<file path="src/rtl/tpfs_pkg.sv">
// shared constants and types for the table pointer flash sequencer
// assumes a single 20 MHz core clock and an active-low asynchronous reset
package tpfs_pkg;

  // pointer geometry
  localparam int PTR_W = 22;          // full table pointer width
  localparam int LOW_W = 21;          // program space part of the pointer
  localparam int HOLD_AW = 5;         // low pointer bits that pick a holding register
  localparam int HOLD_BYTES = 32;     // holding registers in one write block
  localparam int ERASE_LSB = 6;       // lowest pointer bit of an erase block address
  localparam int ERASE_BLK_W = 16;    // pointer bits 21:6
  localparam int WRITE_BLK_W = 17;    // pointer bits 21:5

  // register port offsets
  localparam int REG_AW = 3;
  localparam logic [2:0] OFF_PTR_LOW = 3'h0;
  localparam logic [2:0] OFF_PTR_HIGH = 3'h1;
  localparam logic [2:0] OFF_PTR_UPPER = 3'h2;
  localparam logic [2:0] OFF_LATCH = 3'h3;
  localparam logic [2:0] OFF_CTRL = 3'h4;
  localparam logic [2:0] OFF_UNLOCK = 3'h5;
  localparam logic [2:0] OFF_STATUS = 3'h6;

  // control register field positions
  localparam int CTRL_PGM_BIT = 7;
  localparam int CTRL_CFG_BIT = 6;
  localparam int CTRL_ERASE_BIT = 4;
  localparam int CTRL_ABORT_BIT = 3;
  localparam int CTRL_PERMIT_BIT = 2;
  localparam int CTRL_START_BIT = 1;
  localparam int STAT_DONE_BIT = 0;

  // reset values and keys
  localparam logic [21:0] PTR_RESET = 22'h000000;
  localparam logic [7:0] LATCH_RESET = 8'h00;
  localparam logic [7:0] HOLD_RESET = 8'hFF;
  localparam logic [7:0] UNLOCK_KEY1 = 8'h55;
  localparam logic [7:0] UNLOCK_KEY2 = 8'hAA;

  // programming timer
  localparam int CLK_PERIOD_NS = 50;
  localparam int PROG_TIME_NS = 2000000;
  localparam int PROG_CYCLES = PROG_TIME_NS / CLK_PERIOD_NS;
  localparam int TMR_W = 16;

  // pointer update modes of a table instruction
  typedef enum logic [1:0] {
    TPFS_KEEP,
    TPFS_POST_INC,
    TPFS_POST_DEC,
    TPFS_PRE_INC
  } tpfs_mode_t;

  // one table instruction from the core
  typedef struct packed {
    logic isWrite;
    tpfs_mode_t mode;
  } tpfs_tbl_req_t;

  // self-timed command handed to the flash array
  typedef struct packed {
    logic erase;
    logic cfgSpace;
    logic [ERASE_BLK_W-1:0] eraseBlk;
    logic [WRITE_BLK_W-1:0] writeBlk;
  } tpfs_flash_cmd_t;

endpackage

</file>
<file path="src/rtl/tpfs_prog_timer.sv">
// programming timer: counts out one self-timed write or erase
// assumes start is a one-cycle pulse and only arrives while idle
`timescale 1ns/1ps
`default_nettype none
module tpfs_prog_timer
  import tpfs_pkg::*;
(
  input wire logic clk,
  input wire logic rstn,
  input wire logic [TMR_W-1:0] cycles,
  input wire logic start,
  input wire logic abort,
  output logic done
);

  logic [TMR_W-1:0] cnt_q; // cycles still to run
  logic run_q;             // an operation is being timed
  logic lastTick;          // final cycle of the interval

  assign lastTick = run_q && (cnt_q == TMR_W'(1));

  // load on start, count down, stop early on abort
  always_ff @(posedge clk or negedge rstn) begin
    if (!rstn) begin
      cnt_q <= '0;
      run_q <= 1'b0;
    end else if (start) begin
      cnt_q <= cycles;
      run_q <= 1'b1;
    end else if (abort || lastTick) begin
      cnt_q <= '0;
      run_q <= 1'b0;
    end else if (run_q) begin
      cnt_q <= cnt_q - TMR_W'(1);
    end
  end

  // an aborted operation never reports done
  assign done = lastTick && !abort;

endmodule
`default_nettype wire

</file>
<file path="src/rtl/tpfs_top.sv">
// table pointer, table latch, holding registers and erase/write sequencing
// assumes the core issues table instructions on the same clock and that the
// flash array returns a word in the cycle its read enable is high
// Behaviour
// pointer is upper:high:low bytes, 22 bits
// low 21 bits program space, top bit config
// auto update never touches the top bit
// four modes: keep, post-inc, post-dec, pre-inc
// table read uses all 22 bits into latch
// table write fills holding register by low bits
// block write uses upper bits, drops offset bits
// erase targets block from bits 21:6
// pointer lsb selects high or low byte
// erase unit is 64 bytes only
// firmware sets memory, permit and erase bits
// start needs 55h then AAh unlock first
// core stalls until programming timer expires
// erase stall lasts about 2 ms
// firmware clears config select for program erase
// firmware loads pointer before unlocking
// erase bit picks erase, cleared on completion
// start set by software, cleared by hardware
// completion sets sticky done flag
// abort flag on premature end or misuse
// start without unlock or permit is ignored
// increment and decrement wrap in 21 bits
//
// Local design decisions: the register offsets and the plain strobed port.
`timescale 1ns/1ps
`default_nettype none
module tpfs_top
  import tpfs_pkg::*;
#(
  parameter int unsigned PROG_CYCLES_P = PROG_CYCLES
)(
  input wire logic clk,
  input wire logic rstn,
  input wire logic [REG_AW-1:0] regAddr,
  input wire logic [7:0] regWdata,
  input wire logic regWr,
  input wire logic regRd,
  output logic [7:0] regRdata,
  input wire logic tblReq,
  input wire tpfs_tbl_req_t tblCmd,
  output logic tblReady,
  output logic flashRdEn,
  output logic [LOW_W-1:0] flashRdAddr,
  input wire logic [15:0] flashRdData,
  output logic flashGo,
  output tpfs_flash_cmd_t flashCmd,
  output logic [HOLD_BYTES-1:0][7:0] holdData,
  input wire logic opAbort,
  output logic cpuStall
);

  typedef enum logic [1:0] {TPFS_UNL_IDLE, TPFS_UNL_HALF, TPFS_UNL_ARMED} tpfs_unl_t;

  logic [PTR_W-1:0] ptr_q;            // table pointer
  logic [PTR_W-1:0] ptr_d;
  logic [7:0] latch_q;                // table byte latch
  logic pgmSel_q;                     // program memory select
  logic cfgSel_q;                     // configuration space select
  logic eraseSel_q;                   // erase instead of write
  logic permit_q;                     // programming permitted
  logic start_q;                      // self-timed operation running
  logic abort_q;                      // premature end or misuse seen
  logic done_q;                       // sticky completion flag
  tpfs_unl_t unl_q;                   // unlock sequence progress
  tpfs_unl_t unl_d;
  logic opErase_q;                    // running operation is an erase
  logic byteSel_q;                    // byte of the word under read
  logic flashRdEn_q;
  logic [LOW_W-1:0] flashRdAddr_q;
  logic flashGo_q;
  tpfs_flash_cmd_t flashCmd_q;
  logic [7:0] regRdata_q;
  logic tmrDone;                      // timer expired this cycle

  // register port decode
  wire wrPtrL = regWr && (regAddr == OFF_PTR_LOW);
  wire wrPtrH = regWr && (regAddr == OFF_PTR_HIGH);
  wire wrPtrU = regWr && (regAddr == OFF_PTR_UPPER);
  wire wrLatch = regWr && (regAddr == OFF_LATCH);
  wire wrCtrl = regWr && (regAddr == OFF_CTRL) && !start_q;
  wire wrUnlock = regWr && (regAddr == OFF_UNLOCK);
  wire wrStatus = regWr && (regAddr == OFF_STATUS);
  wire ptrWr = wrPtrL || wrPtrH || wrPtrU;

  // table instruction decode; no table op while a read or a long write is open
  assign tblReady = !start_q && !flashRdEn_q;
  wire tblTake = tblReq && tblReady;
  wire tblRead = tblTake && !tblCmd.isWrite;
  wire tblStore = tblTake && tblCmd.isWrite;

  // 21-bit wrap, the top bit is carried over untouched
  wire [LOW_W-1:0] ptrInc = ptr_q[LOW_W-1:0] + LOW_W'(1);
  wire [LOW_W-1:0] ptrDec = ptr_q[LOW_W-1:0] - LOW_W'(1);
  wire [PTR_W-1:0] ptrUp = {ptr_q[PTR_W-1], ptrInc};
  wire [PTR_W-1:0] ptrDown = {ptr_q[PTR_W-1], ptrDec};

  // address used by the access: pre-increment sees the bumped pointer
  wire [PTR_W-1:0] accAddr = (tblCmd.mode == TPFS_PRE_INC) ? ptrUp : ptr_q;

  // pointer value after the table instruction
  logic [PTR_W-1:0] ptrAfter;
  always_comb begin
    unique case (tblCmd.mode)
      TPFS_KEEP: ptrAfter = ptr_q;
      TPFS_POST_INC: ptrAfter = ptrUp;
      TPFS_POST_DEC: ptrAfter = ptrDown;
      TPFS_PRE_INC: ptrAfter = ptrUp;
    endcase
  end

  // software byte writes win over the table update in the same cycle
  always_comb begin
    ptr_d = ptr_q;
    if (ptrWr) begin
      if (wrPtrL) ptr_d[7:0] = regWdata;
      if (wrPtrH) ptr_d[15:8] = regWdata;
      if (wrPtrU) ptr_d[21:16] = regWdata[5:0];
    end else if (tblTake) begin
      ptr_d = ptrAfter;
    end
  end

  // pointer storage
  always_ff @(posedge clk or negedge rstn) begin
    if (!rstn) ptr_q <= PTR_RESET;
    else ptr_q <= ptr_d;
  end

  // table read: word address and byte choice go out one cycle after the take
  always_ff @(posedge clk or negedge rstn) begin
    if (!rstn) begin
      flashRdEn_q <= 1'b0;
      flashRdAddr_q <= '0;
      byteSel_q <= 1'b0;
    end else begin
      flashRdEn_q <= tblRead;
      if (tblRead) begin
        flashRdAddr_q <= accAddr[PTR_W-1:1];
        byteSel_q <= accAddr[0];
      end
    end
  end

  // odd byte is the high half of the word
  wire [7:0] rdByte = byteSel_q ? flashRdData[15:8] : flashRdData[7:0];

  // latch: the returning flash byte has priority over a software write
  always_ff @(posedge clk or negedge rstn) begin
    if (!rstn) latch_q <= LATCH_RESET;
    else if (flashRdEn_q) latch_q <= rdByte;
    else if (wrLatch) latch_q <= regWdata;
  end

  // unlock tracking: any other register write breaks the pair
  always_comb begin
    unl_d = unl_q;
    if (wrUnlock && regWdata == UNLOCK_KEY1) unl_d = TPFS_UNL_HALF;
    else if (wrUnlock && regWdata == UNLOCK_KEY2 && unl_q == TPFS_UNL_HALF) begin
      unl_d = TPFS_UNL_ARMED;
    end else if (regWr) unl_d = TPFS_UNL_IDLE;
  end

  always_ff @(posedge clk or negedge rstn) begin
    if (!rstn) unl_q <= TPFS_UNL_IDLE;
    else unl_q <= unl_d;
  end

  // start attempts; the permit bit is taken from the same write
  wire startWr = wrCtrl && regWdata[CTRL_START_BIT];
  wire goodStart = startWr && (unl_q == TPFS_UNL_ARMED) && regWdata[CTRL_PERMIT_BIT];
  wire badStart = startWr && !goodStart;
  wire abortNow = opAbort && start_q;

  // control fields: frozen while an operation runs
  always_ff @(posedge clk or negedge rstn) begin
    if (!rstn) begin
      pgmSel_q <= 1'b0;
      cfgSel_q <= 1'b0;
      permit_q <= 1'b0;
    end else if (wrCtrl) begin
      pgmSel_q <= regWdata[CTRL_PGM_BIT];
      cfgSel_q <= regWdata[CTRL_CFG_BIT];
      permit_q <= regWdata[CTRL_PERMIT_BIT];
    end
  end

  // erase select: completion of an erase clears it
  always_ff @(posedge clk or negedge rstn) begin
    if (!rstn) eraseSel_q <= 1'b0;
    else if (tmrDone && opErase_q) eraseSel_q <= 1'b0;
    else if (wrCtrl) eraseSel_q <= regWdata[CTRL_ERASE_BIT];
  end

  // start bit: software can only set it, hardware ends it
  always_ff @(posedge clk or negedge rstn) begin
    if (!rstn) start_q <= 1'b0;
    else if (goodStart) start_q <= 1'b1;
    else if (tmrDone || abortNow) start_q <= 1'b0;
  end

  // abort flag: hardware sets win over a software write of zero
  always_ff @(posedge clk or negedge rstn) begin
    if (!rstn) abort_q <= 1'b0;
    else if (badStart || abortNow) abort_q <= 1'b1;
    else if (wrCtrl) abort_q <= regWdata[CTRL_ABORT_BIT];
  end

  // done flag: write one to clear, completion in the same cycle wins
  always_ff @(posedge clk or negedge rstn) begin
    if (!rstn) done_q <= 1'b0;
    else if (tmrDone) done_q <= 1'b1;
    else if (wrStatus && regWdata[STAT_DONE_BIT]) done_q <= 1'b0;
  end

  // command capture at launch; erase always covers a whole 64-byte block
  always_ff @(posedge clk or negedge rstn) begin
    if (!rstn) begin
      flashGo_q <= 1'b0;
      flashCmd_q <= '0;
      opErase_q <= 1'b0;
    end else begin
      flashGo_q <= goodStart;
      if (goodStart) begin
        opErase_q <= eraseSel_q;
        flashCmd_q.erase <= eraseSel_q;
        flashCmd_q.cfgSpace <= cfgSel_q;
        flashCmd_q.eraseBlk <= ptr_q[PTR_W-1:ERASE_LSB];
        flashCmd_q.writeBlk <= ptr_q[PTR_W-1:HOLD_AW];
      end
    end
  end

  // the programming interval; a long count, so it is a top parameter
  tpfs_prog_timer u_timer (
    .clk(clk),
    .rstn(rstn),
    .cycles(TMR_W'(PROG_CYCLES_P)),
    .start(goodStart),
    .abort(abortNow),
    .done(tmrDone)
  );

  // holding registers return to all ones after a block write
  wire holdClr = tmrDone && !opErase_q;

  genvar gi;
  generate
    for (gi = 0; gi < HOLD_BYTES; gi++) begin : g_hold
      wire hit = tblStore && (accAddr[HOLD_AW-1:0] == HOLD_AW'(gi));
      always_ff @(posedge clk or negedge rstn) begin
        if (!rstn) holdData[gi] <= HOLD_RESET;
        else if (holdClr) holdData[gi] <= HOLD_RESET;
        else if (hit) holdData[gi] <= latch_q;
      end
    end
  endgenerate

  // register read mux; unused bits read zero
  wire [7:0] ctrlView = {pgmSel_q, cfgSel_q, 1'b0, eraseSel_q, abort_q, permit_q,
                         start_q, 1'b0};
  logic [7:0] rdMux;
  always_comb begin
    unique case (regAddr)
      OFF_PTR_LOW: rdMux = ptr_q[7:0];
      OFF_PTR_HIGH: rdMux = ptr_q[15:8];
      OFF_PTR_UPPER: rdMux = {2'h0, ptr_q[21:16]};
      OFF_LATCH: rdMux = latch_q;
      OFF_CTRL: rdMux = ctrlView;
      OFF_STATUS: rdMux = {7'h00, done_q};
      default: rdMux = 8'h00;
    endcase
  end

  // read data stands for exactly the cycle after the strobe
  always_ff @(posedge clk or negedge rstn) begin
    if (!rstn) regRdata_q <= 8'h00;
    else regRdata_q <= regRd ? rdMux : 8'h00;
  end

  assign regRdata = regRdata_q;
  assign flashRdEn = flashRdEn_q;
  assign flashRdAddr = flashRdAddr_q;
  assign flashGo = flashGo_q;
  assign flashCmd = flashCmd_q;
  assign cpuStall = start_q;

  // stall length watchdog for the assertion below
  logic [TMR_W:0] stallCnt_q;
  always_ff @(posedge clk or negedge rstn) begin
    if (!rstn) stallCnt_q <= '0;
    else if (!start_q) stallCnt_q <= '0;
    else stallCnt_q <= stallCnt_q + (TMR_W+1)'(1);
  end

  property p_top_bit_kept;
    @(posedge clk) disable iff (!rstn)
      tblTake && !ptrWr |=> ptr_q[PTR_W-1] == $past(ptr_q[PTR_W-1]);
  endproperty
  a_top_bit_kept: assert property (p_top_bit_kept)
    else $error("table op changed pointer top bit");

  property p_post_dec_wraps;
    @(posedge clk) disable iff (!rstn)
      tblTake && !ptrWr && tblCmd.mode == TPFS_POST_DEC
      |=> ptr_q[LOW_W-1:0] == LOW_W'($past(ptr_q[LOW_W-1:0]) - LOW_W'(1));
  endproperty
  a_post_dec_wraps: assert property (p_post_dec_wraps)
    else $error("post decrement result wrong");

  property p_read_byte;
    @(posedge clk) disable iff (!rstn)
      tblRead ##1 flashRdEn_q
      |=> latch_q == ($past(byteSel_q) ? $past(flashRdData[15:8]) : $past(flashRdData[7:0]));
  endproperty
  a_read_byte: assert property (p_read_byte)
    else $error("latch did not take addressed byte");

  property p_store_hold;
    @(posedge clk) disable iff (!rstn)
      tblStore && !holdClr |=> holdData[$past(accAddr[HOLD_AW-1:0])] == $past(latch_q);
  endproperty
  a_store_hold: assert property (p_store_hold)
    else $error("holding register not written from latch");

  property p_start_needs_unlock;
    @(posedge clk) disable iff (!rstn)
      $rose(start_q) |-> $past(unl_q) == TPFS_UNL_ARMED && $past(regWdata[CTRL_PERMIT_BIT]);
  endproperty
  a_start_needs_unlock: assert property (p_start_needs_unlock)
    else $error("start accepted without unlock pair");

  property p_stall_bounded;
    @(posedge clk) disable iff (!rstn)
      stallCnt_q <= (TMR_W+1)'(PROG_CYCLES_P);
  endproperty
  a_stall_bounded: assert property (p_stall_bounded)
    else $error("stall outlasted programming time");

  property p_done_ends_op;
    @(posedge clk) disable iff (!rstn)
      tmrDone |=> !start_q && done_q && !(opErase_q && eraseSel_q);
  endproperty
  a_done_ends_op: assert property (p_done_ends_op)
    else $error("completion did not clear start and set done");

  property p_erase_block;
    @(posedge clk) disable iff (!rstn)
      goodStart |=> flashGo && flashCmd.eraseBlk == $past(ptr_q[PTR_W-1:ERASE_LSB]);
  endproperty
  a_erase_block: assert property (p_erase_block)
    else $error("erase block address wrong");

  property p_bad_start_flag;
    @(posedge clk) disable iff (!rstn)
      badStart |=> abort_q && $stable(start_q);
  endproperty
  a_bad_start_flag: assert property (p_bad_start_flag)
    else $error("improper start not flagged");

endmodule
`default_nettype wire

</file>
<file path="config.mk">
export PLATFORM = sky130hd
export DESIGN_NAME = tpfs_top
export DESIGN_NICKNAME = d
export VERILOG_FILES = /design/src/rtl/tpfs_pkg.sv /design/src/rtl/tpfs_prog_timer.sv /design/src/rtl/tpfs_top.sv
export SDC_FILE = /design/constraint.sdc
export NUM_CORES = 1
export LEC_CHECK = 0
export BUFFER_PORTS_ARGS = -buffer_cell sky130_fd_sc_hd__buf_4
export CELL_PAD_IN_SITES_DETAIL_PLACEMENT = 1
export CELL_PAD_IN_SITES_GLOBAL_PLACEMENT = 1
export CORE_ASPECT_RATIO = 0.75
export CORE_MARGIN = 4
export CORE_UTILIZATION = 35
export DETAILED_ROUTE_END_ITERATION = 10
export GPL_TIMING_DRIVEN = 0
export PLACE_DENSITY = 0.65
export SLEW_MARGIN = 20
export SYNTH_ARGS = -nofsm -noshare
export SYNTH_HDL_FRONTEND = slang
export SYNTH_SLANG_ARGS = --single-unit
</file>
<file path="constraint.sdc">
create_clock -name clk -period 4.1 [get_ports clk]
set_input_delay 0.41 -clock clk [delete_from_list [all_inputs] [get_ports clk]]
set_output_delay 0.41 -clock clk [all_outputs]
set_load 0.005 [all_outputs]
</file>
==> flow_metrics.env, run 1 <==
export IMPL_post_cts_buffers=0
export IMPL_ys_warn_count=0
export IMPL_ys_seq_elements=362
export IMPL_synth_area_top_cells="dfstp_2, dfrtp_1, mux2i_1"
export IMPL_path_max_fanout=10
export IMPL_nNetsFinal=2087
export IMPL_finalCritPeriodShare_pct=96.8
export IMPL_ctsLongestPathBuffers=3
export IMPL_drive_above_1_share_pct=36.2
export IMPL_drt_first_iter_violations=830
export IMPL_grt_ovfl_total=0
export IMPL_first_pass_iters=5
export IMPL_max_stage_delay_ns=0.93
export IMPL_min_from="regWr"
export IMPL_final_antenna_net_count=0
export IMPL_layout_area_overhead_vs_synth_pct=28.6
export IMPL_slowest_stage="o31ai_1"
export IMPL_routedWlPerCell_um=24.1
export IMPL_worstSetupStartpoint="ptr_q[0]$_DFFE_PN0P_"
export IMPL_holdBufCountCts=1
export IMPL_drcViolationCount=0
export IMPL_ctsResizeCount=0
export IMPL_crit_end="holdData[35]$_DFFE_PN1P_"
export IMPL_postPlaceCellArea_um2=20800
export IMPL_grt_max_degree=97
export IMPL_grt_pass1_wl_um=99500
export IMPL_p_leak_nw=11.0
export IMPL_setup_viol=0
export IMPL_reg2reg_slack_ns=0.13
export IMPL_antenna_found_initial=0
export IMPL_synth_edff_count=0
export IMPL_rsz0062_at_grt="false"
export IMPL_clkTransAtPathRegs_ns=0.06
export IMPL_reg2reg_depth=8
export IMPL_dp_slack_ns=0.185
export IMPL_synth_top_area_share_pct=39.0
export IMPL_track_usage_pct=24.2
export IMPL_rr_endpoint="holdData[35]$_DFFE_PN1P_"
export IMPL_ys_types=70
export IMPL_fmax_mhz=252
export IMPL_dp_cells=2651
export IMPL_wl_um=65700
export IMPL_r2r_start="ptr_q[0]$_DFFE_PN0P_"
export IMPL_peakVddDrop_mv=0.359
export IMPL_die_w_um=264
export IMPL_syn_area_um2=17200
export IMPL_ios=360
export IMPL_maxCapViolations=0
export IMPL_cp_cell_sequence="clkbuf_1 -> inv_1 -> ha_1 -> and4b_1 -> nor2_1 -> o31ai_1 -> nand2_1 -> mux2i_1"
export IMPL_total_power_mw=14.8
export IMPL_async_reset_ff_share_pct=100
export IMPL_insertion_delay_ns=0.55
export IMPL_h_tree_depth=2
export IMPL_cp_arrival_ns=4.42
export IMPL_endpoint_kind="flip-flop"
export IMPL_critPathKind="flip-flop to flip-flop"
export IMPL_core_um2=48700
export IMPL_dp_hpwl_um=49000
export IMPL_die_y_um=200
export IMPL_vias_per_cell=5.24
export IMPL_setup_slack_ns=0.131
export IMPL_syn_inst=1642
export IMPL_holdCritPathClass="input pin to flip-flop"
export IMPL_place_congestion=0.883
export IMPL_cts_tree="yes"
export IMPL_ys_flop_type="dfstp_2"
export IMPL_start_util_pct=35.4
export IMPL_rows=70
export IMPL_syn_nets=1682
export IMPL_n_antenna_cell=0
export IMPL_worstSetupStartpointType="flip-flop"
export IMPL_finish_instance_area_um2=22200
export IMPL_die_area_um2=52900
export IMPL_synth_area_leader_cell="dfstp_2"
export IMPL_grt_pass1_vias=15100
export IMPL_yosysMostFrequentCell="nor2_1"
export IMPL_required_ns=4.55
export IMPL_vias=14300
export IMPL_synth_commonest_cells="nor2_1, dfstp_2, mux2i_1"
export IMPL_hold_violations=0
export IMPL_cts_sinks=362
export IMPL_period_needed_ns=3.97
export IMPL_skew_ns=0.0214
export IMPL_synth_area_per_cell_um2=10.5
export IMPL_numCtsBuffers=41
export IMPL_power_density_nw_per_um2=670
export IMPL_slew_headroom_pct=21.4
export IMPL_slew_violations=0
export IMPL_worstMarginPinSlew_ns=1.17
export IMPL_numPortBuffers=357
export IMPL_final_cell_count_no_fill=2723
export IMPL_cts_root_buf="clkbuf_16"
export IMPL_status="finished, final reports clean"
export IMPL_yosysSeqAreaShare_pct=54.4
export IMPL_nFillCells=5504
## placed cells by master, fill, tap and decap left out, types with 7 or more instances in the layout
cell / n
buf_2: 21
o21ai_0: 48
nand2b_1: 7
buf_6: 12
a31oi_1: 7
xor2_1: 10
nand4_1: 20
a211oi_1: 13
nand2_1: 147
clkbuf_16: 43
nor2b_1: 10
inv_1: 13
nor4_1: 10
dfstp_2: 256
and4_1: 9
clkbuf_1: 92
a21oi_1: 67
xnor2_1: 25
mux2i_1: 252
mux2_2: 7
and3_1: 17
nor3_1: 41
buf_4: 376
dfrtp_1: 106
o22ai_1: 13
o31ai_1: 8
nand3_1: 19
nor2_1: 305
## layer usage
metal  GRT usage, %  routed length, µm  up-vias
met5              0                  0        -
met4           4.75               1240        0
met3           7.20               4780       73
met2           37.0              29600      354
met1           34.3              30100     7395
li1               -                  -     6457
## power breakdown
part / total, mW / internal [mW] / switching [mW]
Clock: 3.63 / 2.09 / 1.53
Combinational: 5.02 / 2.33 / 2.69
Sequential: 6.19 / 5.44 / 0.750
## cell type report
cell class | count | area (µm²) | area share [%]
Sequential cell | 362 | 9380 | 42.3
Multi-Input combinational cell | 1129 | 7100 | 32.1
Timing Repair Buffer | 362 | 2810 | 12.7
Clock buffer | 61 | 1200 | 5.43
Tap cell | 648 | 811 | 3.66
Buffer | 138 | 709 | 3.20
Clock inverter | 10 | 92.6 | 0.418
Inverter | 13 | 48.8 | 0.220
## critical path, delay by kind of cell, from the launching register on
| family | cells | cell delay [ns] |
|---|---|---|
| simple gates | 3 | 1.09 |
| compound gates | 1 | 0.93 |
| buf+inv | 2 | 0.64 |
| flops | 1 | 0.44 |
| fa+ha+maj | 1 | 0.43 |
| mux | 1 | 0.34 |
## sequential cells by signal (all words and copies together) (netlist names), 2 cells and up
| register | cells |
|---|---|
| holdData | 256 |
| ptr_q | 22 |
| flashRdAddr | 21 |
| flashCmd | 19 |
| u_timer.cnt_q | 16 |
| latch_q | 8 |
| regRdata | 8 |
| unl_q | 2 |
## through the flow
step                hold WS (ns)  utilization, %  TNS (ns)
finish                     0.132            45.5         0
global route               0.119            45.5         0
CTS                       0.0955            45.5         0
detailed placement         0.392            42.8         0
global placement           0.467            42.5    -96.38
floorplan                  0.114               -         0
## worst min path at each step
stage | to | slack [ns] | cells after the start
after detailed placement | flashRdAddr[4]$_DFFE_PN0P_ | 0.39 | 1
after CTS | unl_q[0]$_DFFE_PN0P_ | 0.1 | 2
final | unl_q[0]$_DFFE_PN0P_ | 0.13 | 2
after floorplan | abort_q$_DFFE_PN0P_ | 0.11 | 0
after global routing | unl_q[0]$_DFFE_PN0P_ | 0.12 | 2
after global placement | done_q$_DFFE_PN0P_ | 0.47 | 1
## kinds of logic after synthesis
kind of cell	synth area share, %
mux	15.4
buf+inv	4.40
xor+xnor	1.78
compound gates	7.45
fa+ha+maj	0.291
simple gates	16.3
flops	54.4
Note: power is estimated with default switching activity, not from simulation.
==> run 2, diff against run 1 <==
CORE_MARGIN = default   (was 4)
==> flow_metrics.env, run 2 (synthesis gave the netlist of run 1 again) <==
export IMPL_status="finished, final reports clean"
export IMPL_fmax_mhz=281
export IMPL_cts_sinks=362
export IMPL_grt_busiest_layer="met2"
export IMPL_met1_usage_pct=37.2
export IMPL_n_antenna_cell=0
export IMPL_grt_met3_usage_pct=5.90
export IMPL_netSwitchingFraction_pct=33.2
export IMPL_post_cts_buffers=0
export IMPL_endpoint_kind="flip-flop"
export IMPL_p_comb_share_pct=33.3
export IMPL_largest_reg_flops=256
export IMPL_ctsLongestPathBuffers=3
export IMPL_p_switching_mw=4.98
export IMPL_setup_viol=0
export IMPL_min_delay_path_depth=2
export IMPL_skew_ns=0.0358
export IMPL_start_util_pct=35.4
export IMPL_setup_tns_ns=0
export IMPL_drcViolationCount=0
export IMPL_postPlaceCellArea_um2=20800
export IMPL_final_common_cell="buf_4"
export IMPL_grt_ovfl_total=0
export IMPL_cp_cell_sequence="clkbuf_1 -> inv_1 -> ha_1 -> and4b_1 -> a31oi_1 -> nor2_1 -> clkbuf_1 -> nand2_1 -> mux2i_1"
export IMPL_rows=70
export IMPL_drive_above_1_share_pct=36.8
export IMPL_routedWlPerCell_um=23.8
export IMPL_worstSetupStartpointType="flip-flop"
export IMPL_fin_hold_ws_ns=0.122
export IMPL_required_ns=4.59
export IMPL_cts_tree="yes"
export IMPL_layout_common_cells="buf_4, nor2_1, dfstp_2"
export IMPL_vias_per_cell=5.27
export IMPL_cp_arrival_ns=4.04
export IMPL_maxCapViolations=0
export IMPL_r2r_start="ptr_q[0]$_DFFE_PN0P_"
export IMPL_insertion_delay_ns=0.58
export IMPL_numCtsBuffers=41
export IMPL_antenna_found_initial=0
export IMPL_critPathKind="flip-flop to flip-flop"
export IMPL_slew_violations=0
export IMPL_wl_um=64800
export IMPL_dp_hpwl_um=47900
export IMPL_p_leak_nw=11.0
export IMPL_slowest_stage="nand2_1"
export IMPL_holdCritPathClass="input pin to flip-flop"
export IMPL_die_area_um2=50100
export IMPL_nNetsFinal=2087
export IMPL_finalCritPeriodShare_pct=86.6
export IMPL_reg2reg_depth=9
export IMPL_total_power_mw=15.0
export IMPL_first_pass_iters=5
export IMPL_rsz0062_at_grt="false"
export IMPL_worstSetupStartpoint="ptr_q[0]$_DFFE_PN0P_"
export IMPL_grt_pass1_wl_um=98500
export IMPL_period_needed_ns=3.55
export IMPL_min_from="regWr"
export IMPL_ios=360
export IMPL_die_y_um=194
export IMPL_slew_headroom_pct=28.6
export IMPL_clkTransAtPathRegs_ns=0.06
export IMPL_core_um2=48700
export IMPL_grt_pass1_vias=15200
export IMPL_top_register="holdData"
export IMPL_max_stage_delay_ns=0.52
export IMPL_power_density_nw_per_um2=675
export IMPL_hold_violations=0
export IMPL_vias=14400
export IMPL_worstMarginPinSlew_ns=1.06
export IMPL_die_w_um=258
export IMPL_grt_max_degree=98
export IMPL_rr_endpoint="holdData[26]$_DFFE_PN1P_"
export IMPL_reg2reg_slack_ns=0.55
export IMPL_drt_first_iter_violations=969
export IMPL_crit_end="holdData[26]$_DFFE_PN1P_"
export IMPL_numPortBuffers=357
export IMPL_h_tree_depth=2
export IMPL_p_seq_share_pct=41.1
export IMPL_final_antenna_net_count=0
export IMPL_peakVddDrop_mv=0.378
export IMPL_crit_top_cell="clkbuf_1"
export IMPL_cts_root_buf="clkbuf_16"
export IMPL_p_int_mw=10.0
export IMPL_place_congestion=0.897
export IMPL_nFillCells=5475
export IMPL_layout_area_overhead_vs_synth_pct=29.3
export IMPL_finish_instance_area_um2=22300
export IMPL_grt_util_met2_pct=39.1
export IMPL_track_usage_pct=25.9
export IMPL_path_max_fanout=10
export IMPL_clock_power_share_pct=25.6
run 2: routing by layer:
metal,routed length [µm],vias to the layer above
met1,30200,7448
met3,4160,88
met4,1640,0
li1,-,6457
met5,0,-
met2,28800,368
run 2: metrics by stage:
step | std cells | setup slack (ns) | utilization (%)
after floorplan | 1642 | 1.17 | -
after CTS | 2726 | 0.172 | 45.7
final | 2726 | 0.548 | 45.7
after global routing | 2726 | 0.375 | 45.7
after detailed placement | 2651 | 0.196 | 42.8
after global placement | 2647 | -0.953 | 42.5
run 2: worst min path at each step:
stage                                 end
3_3_place_gp      flashCmd[0]$_DFFE_PN0P_
3_5_place_dp   flashRdAddr[3]$_DFFE_PN0P_
4_1_cts              unl_q[0]$_DFFE_PN0P_
6_report             unl_q[0]$_DFFE_PN0P_
5_1_grt              unl_q[0]$_DFFE_PN0P_
2_1_floorplan         abort_q$_DFFE_PN0P_
run 2: timing repair:
action	CTS	global route
hold buffers	1	0
hold endpoints to repair	27	0
endpoints found under the setup margin	0	5
resized for setup	0	1
run 2: cell type report:
type / count / area (µm²) / area share [%]
timing repair buffer: 362 / 2810 / 12.6
sequential: 362 / 9380 / 42.1
inverter: 13 / 48.8 / 0.219
clock inverter: 15 / 165 / 0.742
multi-input combinational: 1129 / 7110 / 31.9
tap: 648 / 811 / 3.64
buffer: 138 / 709 / 3.19
clock buffer: 59 / 1230 / 5.54
run 2: power by group through the flow:
stage,Clock [mW],Combinational [mW],Sequential (mW)
after floorplan,0,2.02,6.15
after global placement,0,4.86,6.15
after detailed placement,0,5.02,6.20
after CTS,3.94,5.04,6.17
after global routing,4.05,5.40,6.33
final,3.85,5.01,6.17
run 2: critical path, delay by kind of cell, from the launching register on:
family / cells / cell delay, ns
buf+inv: 3 / 1.14
simple gates: 3 / 1.04
fa+ha+maj: 1 / 0.47
flops: 1 / 0.45
mux: 1 / 0.29
compound gates: 1 / 0.06
